### src/logic/pcr_pkg.sv
package pcr_pkg;

  // register location and width
  localparam int REG_W = 16;
  localparam logic [7:0] PTP_CONTROL_ONE_OFS = 8'h10;

  // field positions
  localparam int TIME_ENGINE_SOFT_RESET_BIT = 15;
  localparam int CM_DIS_BIT = 14;
  localparam int MODE_BIT = 13;
  localparam int GATE_BIT = 12;
  localparam int VID_BIT = 6;
  localparam int PLL_BIT = 5;
  localparam int DP_BIT = 4;
  localparam int TX_BIT = 3;
  localparam int RX_BIT = 2;
  localparam int PKT_BIT = 1;
  localparam int TE_BIT = 0;

  // writable bits and reset value; bits 11:7 stay zero
  localparam logic [15:0] RW_MASK = 16'h707f;
  localparam logic [15:0] RESET_VAL = 16'h4000;

  typedef struct packed {
    logic tx_pll_powerdown;
    logic datapath_powerdown;
    logic serial_tx_powerdown;
    logic serial_rx_powerdown;
    logic packet_logic_powerdown;
    logic time_engine_powerdown;
  } pcr_power_t;

  typedef enum logic [1:0] {
    PCR_IDLE = 2'b00,
    PCR_PKT = 2'b01
  } pcr_pkt_state_t;

endpackage : pcr_pkg

### src/logic/pcr_control_reg.sv
// Function
// - bit 15 resets time engine, self clears
// - bit 14 disables classifier/modifier, resets to 1
// - disable rising mid packet takes effect at end
// - disable falling applies from next start of packet
// - bit 13 selects precise-time or circuit emulation
// - bit 12 gates third queue on first-queue news
// - bit 6 selects hash or VLAN ID stored
// - bit 5 powers down and bypasses TX PLL
// - bit 4 stops parallel datapath clocks
// - bit 3 powers down serial transmit path
// - bit 2 powers down serial receive path
// - bit 1 stops classifier/modifier clocks
// - bit 0 stops time engine clocks
module pcr_control_reg
  import pcr_pkg::*;
(
  input wire logic sys_clk_i,
  input wire logic rst_b_i,
  input wire logic [7:0] reg_addr_i,
  input wire logic reg_wr_i,
  input wire logic reg_rd_i,
  input wire logic [15:0] reg_wdata_i,
  input wire logic pkt_sop_i,
  input wire logic pkt_eop_i,
  input wire logic first_ts_written_i,
  input wire logic third_ts_request_i,
  output logic [15:0] reg_rdata_o,
  output logic time_engine_soft_reset_o,
  output logic classifier_modifier_disable_o,
  output logic circuit_emulation_mode_o,
  output logic third_queue_write_o,
  output logic vlan_id_to_queue_select_o,
  output pcr_power_t power_o
);

  ////////////////////////////////////////////////////////////////////////////
  // register write path
  logic [15:0] ctrl_q;
  logic [15:0] ctrl_d;
  logic [15:0] wr_val_w;
  logic [15:0] hold_val_w;
  logic hit_w;
  logic wr_w;
  logic sc_next_w;

  assign hit_w = (reg_addr_i == PTP_CONTROL_ONE_OFS);
  assign wr_w = reg_wr_i && hit_w;
  // reserved bits are never stored, whatever the write carries
  assign wr_val_w = reg_wdata_i & RW_MASK;
  // the self-clearing bit stands only for the cycle after its write
  assign sc_next_w = wr_w && reg_wdata_i[TIME_ENGINE_SOFT_RESET_BIT];

  always_comb begin
    hold_val_w = ctrl_q;
    hold_val_w[TIME_ENGINE_SOFT_RESET_BIT] = 1'b0;
  end

  always_comb begin
    ctrl_d = wr_w ? wr_val_w : hold_val_w;
    ctrl_d[TIME_ENGINE_SOFT_RESET_BIT] = sc_next_w;
  end

  always_ff @(posedge sys_clk_i or negedge rst_b_i) begin
    if (!rst_b_i) begin
      ctrl_q <= RESET_VAL;
    end else begin
      ctrl_q <= ctrl_d;
    end
  end

  ////////////////////////////////////////////////////////////////////////////
  // register read path
  logic [15:0] rdata_q;
  logic [15:0] rd_mux_w;

  // an unmapped read returns zero rather than stale data
  assign rd_mux_w = hit_w ? ctrl_q : '0;

  // self-clearing bit reads back as zero once the pulse is done
  always_ff @(posedge sys_clk_i or negedge rst_b_i) begin
    if (!rst_b_i) begin
      rdata_q <= '0;
    end else if (reg_rd_i) begin
      rdata_q <= rd_mux_w;
    end
  end
  assign reg_rdata_o = rdata_q;

  ////////////////////////////////////////////////////////////////////////////
  // packet tracking
  pcr_pkt_state_t st_q;
  pcr_pkt_state_t st_d;
  logic in_pkt_w;
  logic pkt_open_w;
  logic pkt_close_w;

  assign in_pkt_w = (st_q == PCR_PKT);
  // a one-cycle packet opens and closes on the same edge
  assign pkt_open_w = pkt_sop_i && !pkt_eop_i;
  assign pkt_close_w = pkt_eop_i;

  always_comb begin
    st_d = st_q;
    unique case (st_q)
      PCR_IDLE: begin
        if (pkt_open_w) begin
          st_d = PCR_PKT;
        end
      end
      PCR_PKT: begin
        if (pkt_close_w) begin
          st_d = PCR_IDLE;
        end
      end
    endcase
  end

  always_ff @(posedge sys_clk_i or negedge rst_b_i) begin
    if (!rst_b_i) begin
      st_q <= PCR_IDLE;
    end else begin
      st_q <= st_d;
    end
  end

  ////////////////////////////////////////////////////////////////////////////
  // packet-boundary handover of the disable bit
  logic dis_q;
  logic dis_d;
  logic dis_req_w;
  logic boundary_w;
  logic rise_ok_w;
  logic fall_ok_w;

  assign dis_req_w = ctrl_q[CM_DIS_BIT];
  // rise: the packet passing keeps its old settings up to its end
  assign boundary_w = !in_pkt_w || pkt_close_w;
  assign rise_ok_w = dis_req_w && boundary_w;
  // fall: a packet in progress stays ignored, so enabling waits for the
  // next start of packet, even when the line is idle
  assign fall_ok_w = !dis_req_w && pkt_sop_i;

  always_comb begin
    dis_d = dis_q;
    if (rise_ok_w) begin
      dis_d = 1'b1;
    end else if (fall_ok_w) begin
      dis_d = 1'b0;
    end
  end

  always_ff @(posedge sys_clk_i or negedge rst_b_i) begin
    if (!rst_b_i) begin
      dis_q <= RESET_VAL[CM_DIS_BIT];
    end else begin
      dis_q <= dis_d;
    end
  end
  assign classifier_modifier_disable_o = dis_q;

  ////////////////////////////////////////////////////////////////////////////
  // third queue gating
  logic news_q;
  logic news_d;
  logic third_wr_q;
  logic gate_on_w;
  logic gate_ok_w;
  logic grant_w;
  logic news_set_w;
  logic news_clr_w;

  assign gate_on_w = ctrl_q[GATE_BIT];
  assign gate_ok_w = !gate_on_w || news_q || first_ts_written_i;
  assign grant_w = third_ts_request_i && gate_ok_w;
  // a grant uses up stored news; a same-cycle first-queue entry is kept
  // for the next grant only when stored news paid for this one
  assign news_clr_w = grant_w;
  assign news_set_w = first_ts_written_i && !(grant_w && !news_q);

  always_comb begin
    news_d = news_q;
    if (news_clr_w) begin
      news_d = 1'b0;
    end
    if (news_set_w) begin
      news_d = 1'b1;
    end
  end

  always_ff @(posedge sys_clk_i or negedge rst_b_i) begin
    if (!rst_b_i) begin
      news_q <= 1'b0;
      third_wr_q <= 1'b0;
    end else begin
      news_q <= news_d;
      third_wr_q <= grant_w;
    end
  end
  assign third_queue_write_o = third_wr_q;

  ////////////////////////////////////////////////////////////////////////////
  // direct field outputs, all straight from the register
  assign time_engine_soft_reset_o = ctrl_q[TIME_ENGINE_SOFT_RESET_BIT];
  assign circuit_emulation_mode_o = ctrl_q[MODE_BIT];
  assign vlan_id_to_queue_select_o = ctrl_q[VID_BIT];

  ////////////////////////////////////////////////////////////////////////////
  // power-down and clock-stop controls
  pcr_power_t pwr_w;

  assign pwr_w.tx_pll_powerdown = ctrl_q[PLL_BIT];
  assign pwr_w.datapath_powerdown = ctrl_q[DP_BIT];
  assign pwr_w.serial_tx_powerdown = ctrl_q[TX_BIT];
  assign pwr_w.serial_rx_powerdown = ctrl_q[RX_BIT];
  assign pwr_w.packet_logic_powerdown = ctrl_q[PKT_BIT];
  assign pwr_w.time_engine_powerdown = ctrl_q[TE_BIT];
  assign power_o = pwr_w;

endmodule : pcr_control_reg

### config.mk
export PLATFORM = sky130hd
export DESIGN_NAME = pcr_control_reg
export DESIGN_NICKNAME = d
export VERILOG_FILES = /design/src/logic/pcr_pkg.sv /design/src/logic/pcr_control_reg.sv
export SDC_FILE = /design/constraint.sdc
export NUM_CORES = 1
export LEC_CHECK = 0
export ABC_AREA = 1
export BUFFER_PORTS_ARGS = -buffer_cell sky130_fd_sc_hd__buf_2
export CORE_MARGIN = 2
export CORE_UTILIZATION = 45
export CTS_CLUSTER_DIAMETER = 200
export DETAILED_ROUTE_END_ITERATION = 10
export GPL_TIMING_DRIVEN = 0
export MAX_ROUTING_LAYER = met4
export PLACE_DENSITY = 0.78
export SETUP_SLACK_MARGIN = 0.3
export SYNTH_ARGS = -nofsm -noshare
export SYNTH_HDL_FRONTEND = slang
export SYNTH_SLANG_ARGS = --single-unit
export TNS_END_PERCENT = 1
### constraint.sdc
create_clock -name sys_clk_i -period 1 [get_ports sys_clk_i]
set_input_delay 0.15 -clock sys_clk_i [delete_from_list [all_inputs] [get_ports sys_clk_i]]
set_output_delay 0.15 -clock sys_clk_i [all_outputs]
set_load 0.005 [all_outputs]
---- After elaboration in Yosys (flattened, before gate mapping) ----
Index checks and enable logic that the tools add are counted.
operators by class
  $add $sub $neg .......................... 0
  multipliers ............................. 0
  div/mod/pow operators ................... 0
  magnitude comparators ................... 0
  equal/unequal tests ..................... 4
  shifts and indexed selects .............. 0
  muxes and demuxes ....................... 8
  bitwise gates (word level) .............. 0
  reductions and logical operators ........ 21
operators by type and width
  cell                                                  count
  two-way mux 16 bit                                    1
  equality test 8 x 5 -> 1 bit (second input constant)  1
  logical AND 1 bit                                     8
  logical NOT 1 bit                                     6
  two-way mux 1 bit                                     4
  two-way mux 2 bit                                     2
  != test 2 bit (second input constant)                 2
  case mux 2 bit (2 select lines)                       1
  nonzero test 2 bit                                    2
  logical OR 1 bit                                      3
  equality test 2 x 1 -> 1 bit (second input constant)  1
  logical NOT 2 bit                                     1
  AND reduction 2 bit                                   1
word-level totals
  bits in registers ....................... 32
  latch bits .............................. 0
  bits in writable memories ............... 0
  ROM bits ................................ 0
  bits of input ports ..................... 32
  output and inout port bits .............. 27
  logic and storage cells ................. 40
  memories ................................ 0

---- Logic depth before layout (Yosys ltp) ----
Gate-level depths: netlist of run 1.
  depth after elaboration ................. 8
  gate-level depth with buffers ........... 7
  depth with buffers taken out ............ 6

---- Worst setup path before layout of run 1 ----
OpenSTA, ideal clock, no wires.
  kind .................................... input -> register
  from .................................... input port reg_addr_i[5]
  to ...................................... register ctrl_q[13]
  library setup time ...................... 0.117 ns
  arrival time ............................ 0.665 ns
  data required time ...................... 0.883 ns
  slack ................................... 0.219 ns
  cell stages on the path ................. 7
  buffers on the path ..................... 1
  path through ............................ inv_1 > nand2_1 > nor2_2 > nand3_2 > buf_6 > nand2_1 > nand2_1
on the way
  word-level cells in the longest chain between the ends .. 2
ends and longest elaborated chain
  item                          RTL line               text
  start, declared               pcr_control_reg.sv:20  input wire logic [7:0] reg_addr_i,
  equality test 8 x 5 -> 1 bit  pcr_control_reg.sv:47  assign hit_w = (reg_addr_i == PTP_CONTROL_ONE_OFS);
  logical AND 1 bit             pcr_control_reg.sv:48  assign wr_w = reg_wr_i && hit_w;
  end signal, assigned          pcr_control_reg.sv:68  ctrl_q <= ctrl_d;
  end, declared                 pcr_control_reg.sv:39  logic [15:0] ctrl_q;
Every way passes these cells.
A chain may end at the register's enable or synchronous reset.

---- Worst setup path in the final report of run 1 ----
  from .................................... register ctrl_q[4]
  to ...................................... output port power_o[4] in the netlist's numbering
RTL lines
  item           RTL line               text
  end, declared  pcr_control_reg.sv:34  output pcr_power_t power_o
No word-level cell between the ends.

==> results.md, run 1 <==
* Status: finished with violations
* Failing checks: hold timing, setup timing
* CTS Sinks at 26
* Initial antenna violation count at 0
* First-pass GRT wire length at 4360 um
* Final setup viols at 19
* Port Buffer Count at 48
* Synth warn at 0
* Cell count after synthesis at 144
* Core area at 2686 um^2
* CP Class: flip-flop to output pin
* Iteration-0 DRC count of the detailed router at 18
* Hold WS at -214.5 ps
* Overflow after GRT at 0
* Post-DRT Antenna Nets at 0
* Root Driver: clkbuf_4
* Fraction of layout cells with a size suffix above 1 at 49.76%
* Drt first pass iters at 4
* Number of global-route vias before repair at 1063
* Die area at approximately 3200 um^2
* Sw Share at a little under a quarter
* Logic gate share of total power at 12.6%
* Dpl cell area at 1553 um^2
* CTS tree: yes
* Psw at 0.0004735 W
* RSZ-0062 raised after global routing: true
* Seq cells post-synth at 26
* CTS hold repair buffers at 1
* Die Span Y at 56.63 um
* Leading area contributor after synthesis: dfrtp_1
* Max clock buf depth at 2
* Antenna cells at 0
* Sequential area share after synthesis at 52.41%
* Number of buffers created by CTS at 3
* # DRC at 0
* Final period util at 113.9%
* WL/cell at 10.99 um
* CP max FO at 2
* Cell variety after synth at 17
* Fmax achieved at roughly 900 MHz
* Fin util at 63.39%
* Detailed placer's ending HPWL at approximately 1900 um
* Worst skew pair latency at 330 ps
* Hold Path Class: primary input to asynchronous set/reset pin
* CP Launch Type: flip-flop
* Clock Power Share at 34.6%
* Initial Utilization at between 40% and 50%
* Worst Setup End Kind: output pin
* H-tree Lvls at 1
* Fin. max-slew vios at 0
* Rows at 19
* Final net count at 240
* Global-route usage over all layers at 17.89%
* CP arrival at 990 ps
* Cell Pwr Density at 1232 nW/um^2
* Num ports at 59
* Via Count at 1087
* Dominant cells by area after synthesis: dfrtp_1 (48%), nand2_1 (15%), o21ai_2 (7.0%)
* Sequential share of power at 52.8%
* Die Wd at between 50 and 60 um
* Worst-Margin Slew at around 560 ps
* Final Hold Fails at 24
* Mapped Avg Cell Area at 8.654 um^2
* Largest net degree at the start of global routing at 27
* Cell area after layout at 1703 um^2
* Wirelength, routed at 2615 um
* Synthesized area at 1246 um^2
* Clk slew on worst S/H paths at 150 ps
* Rel. slew slack at between 60% and 70%
* Gpl congestion at 0.7824
* TNS Setup at -1078 ps
* Req. time, crit path at 850 ps
* Pleak at 0.9750 nW
* Share of the synthesized area in the top cell type at 48.19%
* Max-cap violations at 0
* Number of vias per cell at 4.567
* Area delta synth->final at 36.65%
* Peak VDD IR at 0.0008371 V
* Int Power at 0.001624 W
* Fin crit period at 1139 ps
* Worst clock skew at ~11 ps
* Fill count at 254
* Final setup margin at -138.9 ps
==> cells by family (layout without fill, tap and decap cells) <==
logic type | Yosys count | count (layout) | share of synthesized area, %
compound gates | 17 | 17 | 9.939
buf+inv | 31 | 90 | 13.85
flops | 26 | 26 | 52.41
other cells | 1 | 5 | 0.3009
simple gates | 69 | 69 | 23.49
==> worst paths after layout <==
path | startpoint | endpoint | slack [ps] | cells past startpoint
worst max-delay path | ctrl_q[4] | power_o[4] | -140 | 2
worst min-delay path | rst_b_i | reg_rdata_o[2] | -210 | 1
worst max register to register | ctrl_q[2] | reg_rdata_o[2] | 100 | 4
worst min register to register | classifier_modifier_disable_o | classifier_modifier_disable_o | 490 | 2
max in group asynchronous | rst_b_i | reg_rdata_o[0] | 830 | 1
min in group sys_clk_i | reg_wdata_i[14] | ctrl_q[14] | 10 | 3
==> stage by stage <==
stage	instances	hold WS [ps]	total power (W)	worst slack, ps
after global placement	227	168.4	0.001351	24.24
after floorplan	148	-145.6	0.001235	236.8
final	238	-214.5	0.002097	-138.9
after CTS	237	-203.4	0.002106	-142.2
after global routing	238	-177.5	0.002179	-171.8
after detailed placement	227	172.9	0.001356	1.924
==> synthesized netlist by cell type (all sizes together) <==
master  number
a21oi        1
a31oi        1
buf         13
clkbuf       3
conb         1
dfrtp       24
dfstp        2
inv         15
nand2       50
nand3       11
nor2         8
o21ai       15
==> worst max-delay path, cell delays in order (launching register included) <==
cell and delay (ps):
dfrtp_1 410, buf_4 130, buf_2 110
==> cells in the final DEF, fill, tap and decap left out, types with 2 or more instances in the layout <==
cell / n
buf_2: 46
nand2_1: 41
dfrtp_1: 24
buf_4: 15
inv_1: 11
nand3_1: 10
o21ai_2: 10
nand2_2: 9
buf_6: 6
conb_1: 5
nor2_1: 4
o21ai_1: 4
nor2_2: 3
clkbuf_4: 3
inv_2: 2
clkbuf_2: 2
dfstp_2: 2
==> power by group through the flow <==
stage / registers (W) / logic, W / clock network, W
after floorplan: 0.00112 / 0.000111 / 0
after global placement: 0.00113 / 0.000223 / 0
after detailed placement: 0.00113 / 0.000229 / 0
after CTS: 0.00111 / 0.000264 / 0.000735
after global routing: 0.00111 / 0.000300 / 0.000767
final: 0.00111 / 0.000265 / 0.000725
==> repair_timing <==
| item | CTS | global route |
|---|---|---|
| hold endpoints to repair | 25 | 24 |
| endpoints found under the setup margin | 27 | 43 |
| pin swaps | 3 | 6 |
| resized for setup | 14 | 5 |
| setup buffers | 5 | 1 |
| cloned | 0 | 0 |
==> sequential cells by signal, indices dropped and copies added (netlist names) <==
name	count
third_queue_write_o	1
reg_rdata_o	11
st_q	1
classifier_modifier_disable_o	1
news_q	1
ctrl_q	11
==> layout make-up <==
cell class,count,area [um^2],area share [%]
sequential,26,653.1,38.35
multi-input combinational,91,457.9,26.89
timing repair buffer,55,307.8,18.07
buffer,16,126.4,7.421
inverter,15,66.31,3.894
tap,31,38.79,2.278
clock inverter,1,30.03,1.763
clock buffer,3,22.52,1.323
==> layer usage <==
layer | global-route usage [%] | share of wire, %
met1 | 22.07 | 45
met4 | 7.143 | 1.5
met2 | 30.23 | 49
met3 | 1.613 | 4.7
met5 | - | 0
Power figures use the tool's default switching activity.
==> run 2: changes to the inputs <==
--- a/config.mk
+++ b/config.mk
@@ -7,13 +7,16 @@
 export LEC_CHECK = 0
 export ABC_AREA = 1
 export BUFFER_PORTS_ARGS = -buffer_cell sky130_fd_sc_hd__buf_2
+export CELL_PAD_IN_SITES_DETAIL_PLACEMENT = 1
+export CELL_PAD_IN_SITES_GLOBAL_PLACEMENT = 2
 export CORE_MARGIN = 2
-export CORE_UTILIZATION = 45
+export CORE_UTILIZATION = 25
 export CTS_CLUSTER_DIAMETER = 200
+export CTS_CLUSTER_SIZE = 25
 export DETAILED_ROUTE_END_ITERATION = 10
 export GPL_TIMING_DRIVEN = 0
 export MAX_ROUTING_LAYER = met4
-export PLACE_DENSITY = 0.78
+export PLACE_DENSITY_LB_ADDON = 0.1
 export SETUP_SLACK_MARGIN = 0.3
 export SYNTH_ARGS = -nofsm -noshare
 export SYNTH_HDL_FRONTEND = slang
==> run 2 against run 1 <==
Compared with the run above:
- the run still ends with hold timing, setup timing left
- setup slack gained 84 ps
- critical path depth did not move
- total power rose by 1.7%
- flip-flop and latch count unchanged
- final cell count increased by 15%
- sequential share of layout area down 4.7 points
- non-clock buffer count shrank 1
- register-to-register slack improved by 100 ps
- clock power is 5.4% lower
- largest cell class unchanged
- die area rose by 74%
==> results.md, run 2 (synthesis gave the netlist of run 1 again) <==
* Rel. slew slack at 59.72%
* Post-DRT Antenna Nets at 0
* CP Launch Type: flip-flop
* Gpl congestion at 0.7115
* Hold WS at -124.9 ps
* Global-route usage over all layers at a little over an eighth
* RSZ-0062 raised after global routing: true
* Critical Path Most Common Cell: buf_6
* Fin crit period at 1055 ps
* Final Hold Fails at 24
* CP arrival at 900 ps
* Top delay family on crit path: flip-flops
* Largest stage delay on the critical path at 410 ps
* Initial Utilization at roughly a quarter
* Port Buffer Count at 48
* CP max FO at 2
* Max-cap violations at 0
* Area delta synth->final at 55.82%
* Die Wd at between 70 and 80 um
* Final net count at 239
* Iteration-0 DRC count of the detailed router at between 40 and 50
* Die area at about 5600 um^2
* Core area at 4755 um^2
* Failing checks: hold timing, setup timing
* Dpl cell area at 1598 um^2
* WL/cell at 12.65 um
* Worst R2R Setup Slack at 200 ps
* Status: finished with violations
* Crit path cell chain: buf_6 -> buf_6
* CP Class: flip-flop to output pin
* Number of buffers created by CTS at 3
* Fmax achieved at 948.1 MHz
* Hold Path Class: primary input to asynchronous set/reset pin
* Final setup margin at -54.71 ps
* Rows at 25
* Fraction of layout cells with a size suffix above 1 at 62.14%
* Initial antenna violation count at 0
* Number of vias per cell at 4.114
* Most frequent cells in the layout: buf_2 (37), nand2_1 (34), dfrtp_1 (24)
* Largest net degree at the start of global routing at 27
* Commonest non-fill, non-tap cell in the layout: buf_2
* Worst skew pair latency at ~270 ps
* Pleak at 1.005 nW
* Fin. max-slew vios at 0
* Worst clock skew at 1.299 ps
* Worst-Margin Slew at 604.1 ps
* Wirelength, routed at 3454 um
* Req. time, crit path at 850 ps
* CTS Sinks at 26
* Number of global-route vias before repair at 1187
* CTS tree: yes
* Final period util at 105.5%
* Worst path slowest cell: dfrtp_1
* Overflow after GRT at 0
* Max clock buf depth at 2
* Final setup viols at 7
* Setup WS pre-CTS at -97.17 ps
* Antenna cells at 0
* Detailed placer's ending HPWL at 2426 um
* Via Count at between 1000 and 1500
* # DRC at 0
* Die Span Y at around 75 um
* Worst path buffer plus inverter count at 2
* Num ports at between 50 and 60
* H-tree Lvls at 1
* First-pass GRT wire length at 5457 um
* Root Driver: clkbuf_8
* Worst Setup End Kind: output pin
* Cell Pwr Density at 1098 nW/um^2
* Cell area after layout at 1942 um^2
* Clk slew on worst S/H paths at 90 ps
* Peak VDD IR at approximately 0.00058 V
* Drt first pass iters at 4
==> run 2: cell count changes in the layout (fill, tap and decap cells not counted), moves of 4 or more <==
cell      delta
buf_2        -9
buf_6       +10
clkbuf_8     +4
nand2_1      -7
nand2_2      +7
nand3_1     -10
nand3_2     +10
nor2_1       -4
nor2_4       +5
==> run 2: area by class of cell <==
type / count / area [um^2]
plain buffers: 16 / 151.4
clock buffers: 4 / 55.05
fillers: 582 / 2813
inverters: 15 / 66.31
multi-input cells: 91 / 568.0
flip-flops and latches: 26 / 653.1
well taps: 67 / 83.83
repair buffers: 54 / 364.1
==> run 2: per-stage QoR <==
| stage | setup TNS, ps | power (W) | utilization [%] | instances |
|---|---|---|---|---|
| global placement | -771.0 | 0.001359 | 33.61 | 263 |
| detailed placement | -1107 | 0.001369 | 33.61 | 263 |
| finish | -329.4 | 0.002133 | 40.84 | 273 |
| floorplan | 0 | 0.001235 | - | 148 |
| global route | -601.0 | 0.002237 | 40.84 | 273 |
| CTS | -415.2 | 0.002124 | 38.18 | 273 |
==> run 2: final timing paths <==
check	startpoint	endpoint	depth (start not counted)
max	ctrl_q[2]	power_o[2]	2
min	rst_b_i	third_queue_write_o	1
max reg2reg	ctrl_q[14]	reg_rdata_o[14]	2
min reg2reg	reg_rdata_o[12]	reg_rdata_o[12]	2
max in group asynchronous	rst_b_i	reg_rdata_o[5]	1
min in group sys_clk_i	pkt_eop_i	st_q[0]	2
==> run 2: power by group <==
| group | total, W | internal (W) | switching, W |
|---|---|---|---|
| Combinational | 0.000338 | 0.000169 | 0.000169 |
| Sequential | 0.00111 | 0.00109 | 0.0000220 |
| Clock | 0.000686 | 0.000352 | 0.000334 |
| Total | 0.00213 | 0.00161 | 0.000525 |
==> run 2: timing repair <==
item,4_1_cts,5_1_grt
resized for setup,37,34
pin swaps,12,26
buffers inserted,6,0
cloned,0,0
endpoints found under the hold margin,24,24
setup endpoints to repair,44,46
==> run 2: per-layer routing <==
metal	track usage [%]	wire length, um	part of all wire, %
met2	24.29	1882	54
met3	1.626	144	4.2
met5	-	0	0
met4	6.548	68	2.0
met1	15.11	1359	39
